### config.mk
export PLATFORM = sky130hd
export DESIGN_NAME = iox_slave
export DESIGN_NICKNAME = d
export VERILOG_FILES = /design/src/inc/iox_pkg.sv /design/src/inc/iox_strm_if.sv /design/src/core/iox_slave.sv /design/src/core/iox_sync.sv /design/src/core/iox_fifo.sv
export SDC_FILE = /design/constraint.sdc
export NUM_CORES = 1
export LEC_CHECK = 0
export CAP_MARGIN = 10
export CELL_PAD_IN_SITES_DETAIL_PLACEMENT = 1
export CELL_PAD_IN_SITES_GLOBAL_PLACEMENT = 1
export CORE_ASPECT_RATIO = 0.8
export CORE_MARGIN = 5
export CORE_UTILIZATION = 45
export DETAILED_ROUTE_END_ITERATION = 16
export DONT_BUFFER_PORTS = 1
export GPL_TIMING_DRIVEN = 1
export HOLD_SLACK_MARGIN = 0.02
export PLACE_DENSITY_LB_ADDON = 0.1
export SLEW_MARGIN = 20
export SYNTH_ARGS = -nofsm -noshare
export SYNTH_HDL_FRONTEND = slang
export SYNTH_SLANG_ARGS = --single-unit
### constraint.sdc
create_clock -name clk_sys_i -period 8.3 [get_ports clk_sys_i]
set_input_delay 0.83 -clock clk_sys_i [delete_from_list [all_inputs] [get_ports clk_sys_i]]
set_output_delay 0.83 -clock clk_sys_i [all_outputs]
set_load 0.005 [all_outputs]
### src/inc/iox_pkg.sv
// shared constants and types of the i/o expander serial slave
package iox_pkg;
  localparam int NPORT = 2;
  localparam int PW = 8;
  localparam logic [3:0] ADDR_FIXED = 4'h4;
  localparam logic [3:0] BYTE_BITS = 4'h8;
  localparam logic [2:0] BIT_LAST = 3'h7;
  localparam logic [2:0] REG_IN0 = 3'h0;
  localparam logic [2:0] REG_IN1 = 3'h1;
  localparam logic [2:0] REG_OUT0 = 3'h2;
  localparam logic [2:0] REG_OUT1 = 3'h3;
  localparam logic [2:0] REG_POL0 = 3'h4;
  localparam logic [2:0] REG_POL1 = 3'h5;
  localparam logic [2:0] REG_CFG0 = 3'h6;
  localparam logic [2:0] REG_CFG1 = 3'h7;
  localparam logic [7:0] RST_OUT = 8'hFF;
  localparam logic [7:0] RST_POL = 8'h00;
  localparam logic [7:0] RST_CFG = 8'hFF;
  localparam int FIFO_W = 11;
  localparam int FIFO_D = 16;
  typedef enum logic [3:0] {
    IOX_IDLE, IOX_ADDR, IOX_ADDR_ACK, IOX_CMD, IOX_CMD_ACK,
    IOX_WDATA, IOX_WDATA_ACK, IOX_RDATA, IOX_RDATA_ACK
  } iox_state_t;
endpackage

### src/inc/iox_strm_if.sv
// valid/ready word stream between the slave and its write fifo
`timescale 1ns/10ps
interface iox_strm_if #(parameter int W = 11);
  logic valid;
  logic ready;
  logic [W-1:0] data;
  modport src (output valid, output data, input ready);
  modport snk (input valid, input data, output ready);
endinterface

### src/core/iox_slave.sv
// serial slave front end of a 16-bit i/o expander with change interrupt
`timescale 1ns/10ps
module iox_slave #(
  parameter int FIFO_DEPTH = iox_pkg::FIFO_D
) (
  input wire logic clk_sys_i,
  input wire logic rst_i,
  input wire logic scl_i,
  input wire logic sda_i,
  output logic sda_o,
  output logic sda_oe_n_o,
  input wire logic addr_sel_0,
  input wire logic addr_sel_1,
  input wire logic addr_sel_2,
  input wire logic [7:0] port0_pin_i,
  output logic [7:0] port0_pin_o,
  output logic [7:0] port0_pin_oe_n_o,
  input wire logic [7:0] port1_pin_i,
  output logic [7:0] port1_pin_o,
  output logic [7:0] port1_pin_oe_n_o,
  output logic chg_int_o,
  output logic chg_int_oe_n_o,
  input wire logic upd_hold_i
);
  localparam int PW = iox_pkg::PW;

  ////////////////////////////////////////////////////////////////////////////
  // input synchronisers
  logic [2*PW+4:0] sync_w;
  iox_sync #(.W(2*PW+5)) u_sync (
    .clk_sys_i(clk_sys_i),
    .rst_i(rst_i),
    .async_i({scl_i, sda_i, addr_sel_2, addr_sel_1, addr_sel_0, port1_pin_i, port0_pin_i}),
    .sync_o(sync_w)
  );
  wire scl_s = sync_w[2*PW+4];
  wire sda_s = sync_w[2*PW+3];
  wire [2:0] asel_s = sync_w[2*PW+2:2*PW];
  logic [PW-1:0] pin_s [iox_pkg::NPORT];
  assign pin_s[0] = sync_w[PW-1:0];
  assign pin_s[1] = sync_w[2*PW-1:PW];

  ////////////////////////////////////////////////////////////////////////////
  // bus condition detection
  logic scl_q_ff;
  logic sda_q_ff;
  always_ff @(posedge clk_sys_i) begin
    if (rst_i) begin
      scl_q_ff <= 1'b1;
      sda_q_ff <= 1'b1;
    end else begin
      scl_q_ff <= scl_s;
      sda_q_ff <= sda_s;
    end
  end
  wire scl_rise = scl_s && !scl_q_ff;
  wire scl_fall = !scl_s && scl_q_ff;
  // data moving under a high clock is a condition, never a data bit
  wire start_det = scl_s && scl_q_ff && sda_q_ff && !sda_s;
  wire stop_det = scl_s && scl_q_ff && !sda_q_ff && sda_s;

  ////////////////////////////////////////////////////////////////////////////
  // register file
  logic [PW-1:0] out_ff [iox_pkg::NPORT];
  logic [PW-1:0] pol_ff [iox_pkg::NPORT];
  logic [PW-1:0] cfg_ff [iox_pkg::NPORT];
  logic [PW-1:0] in_ff [iox_pkg::NPORT];
  logic init_ff;

  iox_strm_if #(.W(iox_pkg::FIFO_W)) push_if ();
  iox_strm_if #(.W(iox_pkg::FIFO_W)) drain_if ();

  // writes queue up so a held register update never stalls the bus
  iox_fifo #(.W(iox_pkg::FIFO_W), .D(FIFO_DEPTH)) u_fifo (
    .clk_sys_i(clk_sys_i),
    .rst_i(rst_i),
    .wr(push_if),
    .rd(drain_if)
  );

  assign drain_if.ready = !upd_hold_i;
  wire drain_go = drain_if.valid && drain_if.ready;
  wire [2:0] wr_reg = drain_if.data[PW+2:PW];
  wire [PW-1:0] wr_val = drain_if.data[PW-1:0];

  // read value of a register; input ports read through polarity inversion
  function automatic logic [PW-1:0] reg_rd(input logic [2:0] r,
                                           input logic [PW-1:0] in0,
                                           input logic [PW-1:0] in1,
                                           input logic [PW-1:0] o0,
                                           input logic [PW-1:0] o1,
                                           input logic [PW-1:0] p0,
                                           input logic [PW-1:0] p1,
                                           input logic [PW-1:0] c0,
                                           input logic [PW-1:0] c1);
    logic [PW-1:0] v;
    v = '0;
    case (r)
      iox_pkg::REG_IN0: v = in0 ^ p0;
      iox_pkg::REG_IN1: v = in1 ^ p1;
      iox_pkg::REG_OUT0: v = o0;
      iox_pkg::REG_OUT1: v = o1;
      iox_pkg::REG_POL0: v = p0;
      iox_pkg::REG_POL1: v = p1;
      iox_pkg::REG_CFG0: v = c0;
      iox_pkg::REG_CFG1: v = c1;
      default: v = '0;
    endcase
    return v;
  endfunction

  ////////////////////////////////////////////////////////////////////////////
  // byte engine
  iox_pkg::iox_state_t st_ff;
  iox_pkg::iox_state_t nxt_st;
  logic [3:0] bit_ff;
  logic [PW-1:0] sh_ff;
  logic [PW-1:0] tx_ff;
  logic [2:0] ptr_ff;
  logic ack_ff;
  logic rw_ff;
  logic sda_oe_n_ff;

  wire byte_done = scl_fall && (bit_ff == iox_pkg::BYTE_BITS);
  wire addr_hit = (sh_ff[7:1] == {iox_pkg::ADDR_FIXED, asel_s});
  wire [2:0] ptr_pair = {ptr_ff[2:1], ~ptr_ff[0]};
  wire push_go = (st_ff == iox_pkg::IOX_WDATA) && byte_done;
  wire load_first = (st_ff == iox_pkg::IOX_ADDR_ACK) && scl_fall && rw_ff;
  wire load_next = (st_ff == iox_pkg::IOX_RDATA_ACK) && scl_fall && ack_ff;
  wire load_tx = load_first || load_next;
  // capture a port only when that port itself is loaded for reading
  wire cap0 = load_tx && (ptr_ff == iox_pkg::REG_IN0);
  wire cap1 = load_tx && (ptr_ff == iox_pkg::REG_IN1);
  wire [PW-1:0] rd_val = reg_rd(ptr_ff, pin_s[0], pin_s[1], out_ff[0], out_ff[1],
                                pol_ff[0], pol_ff[1], cfg_ff[0], cfg_ff[1]);

  assign push_if.valid = push_go;
  assign push_if.data = {ptr_ff, sh_ff};

  always_comb begin
    nxt_st = st_ff;
    case (st_ff)
      iox_pkg::IOX_IDLE: nxt_st = iox_pkg::IOX_IDLE;
      iox_pkg::IOX_ADDR: begin
        if (byte_done) begin
          nxt_st = addr_hit ? iox_pkg::IOX_ADDR_ACK : iox_pkg::IOX_IDLE;
        end
      end
      iox_pkg::IOX_ADDR_ACK: begin
        if (scl_fall) begin
          nxt_st = rw_ff ? iox_pkg::IOX_RDATA : iox_pkg::IOX_CMD;
        end
      end
      iox_pkg::IOX_CMD: begin
        if (byte_done) begin
          nxt_st = iox_pkg::IOX_CMD_ACK;
        end
      end
      iox_pkg::IOX_CMD_ACK: begin
        if (scl_fall) begin
          nxt_st = iox_pkg::IOX_WDATA;
        end
      end
      iox_pkg::IOX_WDATA: begin
        if (byte_done) begin
          nxt_st = iox_pkg::IOX_WDATA_ACK;
        end
      end
      iox_pkg::IOX_WDATA_ACK: begin
        if (scl_fall) begin
          nxt_st = iox_pkg::IOX_WDATA;
        end
      end
      iox_pkg::IOX_RDATA: begin
        if (scl_fall && bit_ff[2:0] == iox_pkg::BIT_LAST) begin
          nxt_st = iox_pkg::IOX_RDATA_ACK;
        end
      end
      iox_pkg::IOX_RDATA_ACK: begin
        if (scl_fall) begin
          nxt_st = ack_ff ? iox_pkg::IOX_RDATA : iox_pkg::IOX_IDLE;
        end
      end
      default: nxt_st = iox_pkg::IOX_IDLE;
    endcase
    if (start_det) begin
      nxt_st = iox_pkg::IOX_ADDR;
    end
    if (stop_det) begin
      nxt_st = iox_pkg::IOX_IDLE;
    end
  end

  always_ff @(posedge clk_sys_i) begin
    if (rst_i) begin
      st_ff <= iox_pkg::IOX_IDLE;
    end else begin
      st_ff <= nxt_st;
    end
  end

  wire rx_st = (st_ff == iox_pkg::IOX_ADDR) || (st_ff == iox_pkg::IOX_CMD) ||
               (st_ff == iox_pkg::IOX_WDATA);
  wire [3:0] nxt_bit = (start_det || byte_done || load_tx) ? 4'h0 :
                       ((rx_st && scl_rise) || (st_ff == iox_pkg::IOX_RDATA && scl_fall)) ?
                       bit_ff + 4'h1 : bit_ff;

  always_ff @(posedge clk_sys_i) begin
    if (rst_i) begin
      bit_ff <= 4'h0;
      sh_ff <= 8'h00;
      rw_ff <= 1'b0;
    end else begin
      bit_ff <= nxt_bit;
      if (rx_st && scl_rise) begin
        sh_ff <= {sh_ff[PW-2:0], sda_s};
      end
      if (st_ff == iox_pkg::IOX_ADDR && byte_done) begin
        rw_ff <= sh_ff[0];
      end
    end
  end

  // pointer survives stop and start, so a bare read resumes from it
  always_ff @(posedge clk_sys_i) begin
    if (rst_i) begin
      ptr_ff <= iox_pkg::REG_IN0;
    end else if (st_ff == iox_pkg::IOX_CMD && byte_done) begin
      ptr_ff <= sh_ff[2:0];
    end else if ((push_go && push_if.ready) || load_tx) begin
      ptr_ff <= ptr_pair;
    end
  end

  // a full fifo answers with not-acknowledge instead of losing the byte
  always_ff @(posedge clk_sys_i) begin
    if (rst_i) begin
      ack_ff <= 1'b0;
    end else if (st_ff == iox_pkg::IOX_ADDR && byte_done) begin
      ack_ff <= addr_hit;
    end else if (st_ff == iox_pkg::IOX_CMD && byte_done) begin
      ack_ff <= 1'b1;
    end else if (push_go) begin
      ack_ff <= push_if.ready;
    end else if (st_ff == iox_pkg::IOX_RDATA_ACK && scl_rise) begin
      ack_ff <= !sda_s;
    end
  end

  always_ff @(posedge clk_sys_i) begin
    if (rst_i) begin
      tx_ff <= 8'hFF;
    end else if (load_tx) begin
      tx_ff <= rd_val;
    end else if (st_ff == iox_pkg::IOX_RDATA && scl_fall) begin
      tx_ff <= {tx_ff[PW-2:0], 1'b1};
    end
  end

  wire ack_st = (st_ff == iox_pkg::IOX_ADDR_ACK) || (st_ff == iox_pkg::IOX_CMD_ACK) ||
                (st_ff == iox_pkg::IOX_WDATA_ACK);
  wire drive_low = (ack_st && ack_ff) ||
                   (st_ff == iox_pkg::IOX_RDATA && !tx_ff[PW-1]);

  always_ff @(posedge clk_sys_i) begin
    if (rst_i) begin
      sda_oe_n_ff <= 1'b1;
    end else begin
      sda_oe_n_ff <= !drive_low;
    end
  end

  assign sda_o = 1'b0;
  assign sda_oe_n_o = sda_oe_n_ff;

  ////////////////////////////////////////////////////////////////////////////
  // registers per port and change detection
  logic [iox_pkg::NPORT-1:0] chg_w;

  // capture waits until the pin synchronisers hold real levels, not their reset ones
  logic [1:0] init_sh_ff;
  always_ff @(posedge clk_sys_i) begin
    if (rst_i) begin
      init_sh_ff <= '1;
      init_ff <= 1'b1;
    end else begin
      init_sh_ff <= {init_sh_ff[0], 1'b0};
      init_ff <= init_sh_ff[1];
    end
  end

  generate
    for (genvar p = 0; p < iox_pkg::NPORT; p++) begin : g_port
      wire wr_me = drain_go && (wr_reg[0] == 1'(p));
      always_ff @(posedge clk_sys_i) begin
        if (rst_i) begin
          out_ff[p] <= iox_pkg::RST_OUT;
          pol_ff[p] <= iox_pkg::RST_POL;
          cfg_ff[p] <= iox_pkg::RST_CFG;
        end else if (wr_me) begin
          // input port targets fall through unchanged
          case (wr_reg[2:1])
            iox_pkg::REG_OUT0[2:1]: out_ff[p] <= wr_val;
            iox_pkg::REG_POL0[2:1]: pol_ff[p] <= wr_val;
            iox_pkg::REG_CFG0[2:1]: cfg_ff[p] <= wr_val;
            default: out_ff[p] <= out_ff[p];
          endcase
        end
      end
      // first capture after reset avoids a request on idle pins
      wire cap_me = init_ff || (p == 0 ? cap0 : cap1);
      always_ff @(posedge clk_sys_i) begin
        if (rst_i) begin
          in_ff[p] <= 8'h00;
        end else if (cap_me) begin
          in_ff[p] <= pin_s[p];
        end
      end
      // only input-configured bits compare; output bits are masked off
      assign chg_w[p] = !init_ff && |((pin_s[p] ^ in_ff[p]) & cfg_ff[p]);
    end
  endgenerate

  logic chg_int_ff;
  always_ff @(posedge clk_sys_i) begin
    if (rst_i) begin
      chg_int_ff <= 1'b0;
    end else begin
      chg_int_ff <= |chg_w;
    end
  end

  assign chg_int_o = 1'b0;
  assign chg_int_oe_n_o = !chg_int_ff;
  assign port0_pin_o = out_ff[0];
  assign port1_pin_o = out_ff[1];
  assign port0_pin_oe_n_o = cfg_ff[0];
  assign port1_pin_oe_n_o = cfg_ff[1];
endmodule

### src/core/iox_sync.sv
// two flip-flop synchroniser for a group of asynchronous inputs
`timescale 1ns/10ps
module iox_sync #(
  parameter int W = 1
) (
  input wire logic clk_sys_i,
  input wire logic rst_i,
  input wire logic [W-1:0] async_i,
  output logic [W-1:0] sync_o
);
  logic [W-1:0] meta_ff;
  logic [W-1:0] sync_ff;

  // reset level high matches an idle bus and pulled-up pins
  always_ff @(posedge clk_sys_i) begin
    if (rst_i) begin
      meta_ff <= '1;
      sync_ff <= '1;
    end else begin
      meta_ff <= async_i;
      sync_ff <= meta_ff;
    end
  end

  assign sync_o = sync_ff;
endmodule

### src/core/iox_fifo.sv
// parameterised valid/ready fifo
`timescale 1ns/10ps
module iox_fifo #(
  parameter int W = 11,
  parameter int D = 16
) (
  input wire logic clk_sys_i,
  input wire logic rst_i,
  iox_strm_if.snk wr,
  iox_strm_if.src rd
);
  localparam int AW = $clog2(D);
  logic [W-1:0] mem [D];
  logic [AW:0] wp_ff;
  logic [AW:0] rp_ff;
  wire full = (wp_ff[AW] != rp_ff[AW]) && (wp_ff[AW-1:0] == rp_ff[AW-1:0]);
  wire empty = (wp_ff == rp_ff);
  wire do_wr = wr.valid && !full;
  wire do_rd = rd.ready && !empty;

  assign wr.ready = !full;
  assign rd.valid = !empty;
  assign rd.data = mem[rp_ff[AW-1:0]];

  always_ff @(posedge clk_sys_i) begin
    if (do_wr) begin
      mem[wp_ff[AW-1:0]] <= wr.data;
    end
  end

  always_ff @(posedge clk_sys_i) begin
    if (rst_i) begin
      wp_ff <= '0;
      rp_ff <= '0;
    end else begin
      wp_ff <= wp_ff + (AW+1)'(do_wr);
      rp_ff <= rp_ff + (AW+1)'(do_rd);
    end
  end
endmodule

==> summary.txt <==
worst slew pin tran: 1.03 ns
met2 track utilization from global routing: 31.1%
area fraction of the dominant cell type after synthesis: 52.7%
aggregate global-route resource usage: 20.0%
sequential fraction of design power: 51.9%
cell type contributing the most total cell area after synthesis: sky130_fd_sc_hd__edfxtp_1
most common cell after layout, fill and taps aside: sky130_fd_sc_hd__edfxtp_1
Cell Area, Synth: 0.0137 sq mm
placed cells: 1326
M3 GR Usage: 4.22%
share of synthesized area occupied by flip-flops and latches: 65.6%
global-route wire length before repair: 51500 um
global route total overflow: 0
worst min-delay path category: input port to flop
layout cells sized above 1: 19.9%
kind of critical path: flop to flop
number of endpoints failing setup at the final stage: 0
count of input and output buffers: 0
predominant post-synthesis flop cell: sky130_fd_sc_hd__edfxtp_1
overall die area: 0.0340 sq mm
detailed placer's ending HPWL: 22800 um
Syn Area/Cell: 14.5 sq um
vertical die dimension: 166 um
outcome: finished clean
routability cong.: 0.801
final-layout setup total negative slack: 0 ns
CTS tree: built
wire per inst: 24.2 um
capturing element type of the critical path: flop
number of H-tree levels: 2
RSZ-0062 raised after global routing: false
clock network latency to the later pin of the worst-skew pair: 0.53 ns
horizontal extent of the die: 205 um
initial antenna violation count: 1
overall via count from detail_route: 7818
number of global-route vias before repair: 8151
total count of max-transition violations in the final report: 0
Max Clock Skew: 0.0170 ns
switching power total: 0.000691 W
routed via count divided by cell count: 5.64
leakage component of the power: 4.94 nW
placement row count: 57
switching fraction of total power: 20.0%
final antenna-violating net count: 0
warning count from the yosys run: 0
Finished Layout Cells: 1386
drc violations: 0
Std-Cell Core Area: 0.0302 sq mm
clock-pin slew of the registers on the worst-case setup and hold paths: 0.06 ns
CTS buffer count: 35
sinks on the clock net: 328
worst endpoint required time: 8.44 ns
Data arrival, critical path: 3.68 ns
Area after DPL: 0.0141 sq mm
Starting Density: 45.3%
Yosys reg bits: 328
portion of total power attributed to combinational logic: 2.1%
Pwr Total: 0.00345 W
maximum buffer depth of the clock tree: 3
maximum net fanout on the critical path: 41
buffer cell driving the clock tree root: sky130_fd_sc_hd__clkbuf_16
power per standard cell area: 226 mW/mm^2
total wire length after detailed routing: 33600 um
number of I/O pins: 60
crit share post-route: 42.6%
leading post-synthesis cells by cell area: sky130_fd_sc_hd__edfxtp_1, sky130_fd_sc_hd__dfxtp_1, sky130_fd_sc_hd__mux4_2
number of distinct standard cells referenced by the synthesized netlist: 72
met1 Track Usage GR: 29.2%
Setup Buffers After CTS: 0
post-route core utilization: 50.6%
count of TritonRoute iterations in the first routing pass: 5
highest-utilization routing layer at the global route stage: met2
final hold vios: 0
worst vdd ir: 0.118 mV
hold bufs inserted after CTS: 0
Gate Count Post-Synth: 945
final layout net count: 981
clock share of power: 46.0%
diode count: 0
Area Overhead vs Synth: 11.6%
count of flip-flops with a built-in enable after synthesis: 240
async set-reset flop share out of synthesis: 0%
Maximum Capacitance Violations: 0
maximum clock rate: 0.283 GHz
slowest CP cell: sky130_fd_sc_hd__nor2_1
Finished Cell Area: 0.0153 sq mm
# resized after CTS: 0
minimum clock period after layout: 3.53 ns
Initial DRC Count: 585
delay contributed by the slowest stage of the critical path: 0.84 ns
worst rel slew slack: 31.4%
most frequent cells in the layout: sky130_fd_sc_hd__edfxtp_1, sky130_fd_sc_hd__dfxtp_1, sky130_fd_sc_hd__nor2_1, sky130_fd_sc_hd__nand2_1, sky130_fd_sc_hd__or2_2
Internal Dissipation: 0.00276 W
cell chain of the critical path: buf_4 > xor2_1 > nor4_1 > a2111o_1 > inv_2 > nand3_1 > nor2_1
maximum number of pins on one net before global-route repair: 97
Critical Path Source Type: flop
[sequential cells by signal, indices dropped and copies added, names as in the netlist, 2 cells and up]
signal,count
pol_ff,16
ptr_ff,3
sh_ff,8
u_fifo.rp_ff,5
u_sync.sync_o,21
cfg_ff,16
in_ff,16
u_sync.meta_ff,21
init_sh_ff,2
u_fifo.wp_ff,5
bit_ff,4
out_ff,16
tx_ff,8
u_fifo.mem,176
st_ff,4
[critical path, delay by kind of cell (launching register included)]
| family | cells | cell delay, ns |
|---|---|---|
| and+or+nand+nor | 3 | 1.15 |
| buffers and inverters | 2 | 0.84 |
| AOI/OAI and AO/OA | 1 | 0.61 |
| DFF | 1 | 0.31 |
| xor gates and xnor gates | 1 | 0.21 |
[power by group through the flow]
stage / registers [W] / clock network [W] / logic [W]
floorplan: 0.00181 / 0 / 0.0000711
global placement: 0.00182 / 0 / 0.0000693
detailed placement: 0.00183 / 0 / 0.0000721
CTS: 0.00179 / 0.00162 / 0.0000726
global route: 0.00179 / 0.00170 / 0.0000820
finish: 0.00179 / 0.00159 / 0.0000722
[path summary, 6_finish.rpt]
check | startpoint | to | slack, ns | cells past startpoint
setup / recovery | u_fifo.rp_ff[0]$_SDFF_PP0_ | u_fifo.mem[15][2]$_DFFE_PP_ | 4.77 | 7
hold / removal | rst_i | init_sh_ff[0]$_DFF_P_ | 0.35 | 0
setup reg to reg | u_fifo.rp_ff[0]$_SDFF_PP0_ | u_fifo.mem[15][2]$_DFFE_PP_ | 4.77 | 7
hold reg to reg | init_sh_ff[0]$_DFF_P_ | init_sh_ff[1]$_SDFF_PP1_ | 0.41 | 1
[per-stage QoR]
step	hold slack [ns]	setup slack (ns)
final	0.353	4.77
after global routing	0.328	4.48
after CTS	0.311	4.61
after detailed placement	0.395	4.63
after global placement	0.392	4.79
after floorplan	0.389	5.12
[cells in the mapped netlist, drive strengths merged, types with 3 or more instances]
cell type,instances
edfxtp,240
dfxtp,88
nor2,79
nand2,57
or2,46
mux4,44
xor2,33
a21oi,32
mux2i,30
clkbuf,26
mux2,25
and2,23
buf,23
o21ai,21
nor3,15
a22oi,13
nand3,12
a211oi,11
nor2b,11
xnor2,10
inv,9
ha,7
nand2b,7
nand3b,6
o211ai,6
o21bai,6
o221ai,6
a22o,5
nor4b,5
nand4,4
nor4,4
o21a,4
or3,4
and3,3
and4b,3
nor3b,3
[area by class of cell]
class                   count  area, sq um
fillers                  2901        14900
inverters                  10         37.5
multi-input cells         559         4470
clock inverters            16          215
repair buffers             16          120
well taps                 413          517
clock buffers              44          941
flip-flops and latches    328         8970
[per-layer routing]
| layer | share of wire (%) | routed length (um) |
|---|---|---|
| met1 | 45 | 15200 |
| met2 | 47 | 15800 |
| met3 | 6.2 | 2070 |
| met4 | 1.8 | 596 |
| met5 | 0 | 0 |
[kinds of logic after synthesis]
family	after synthesis	share of synthesized area, %
AND/OR/NAND/NOR	287	10.8
buffers and inverters	59	2.15
XOR/XNOR	43	2.75
other	1	0.0274
flip-flops	328	65.6
multiplexers	99	11.8
AO/OA/AOI/OAI	121	6.23
adder cells (fa/ha/maj)	7	0.640
Power figures use the tool's default switching activity.
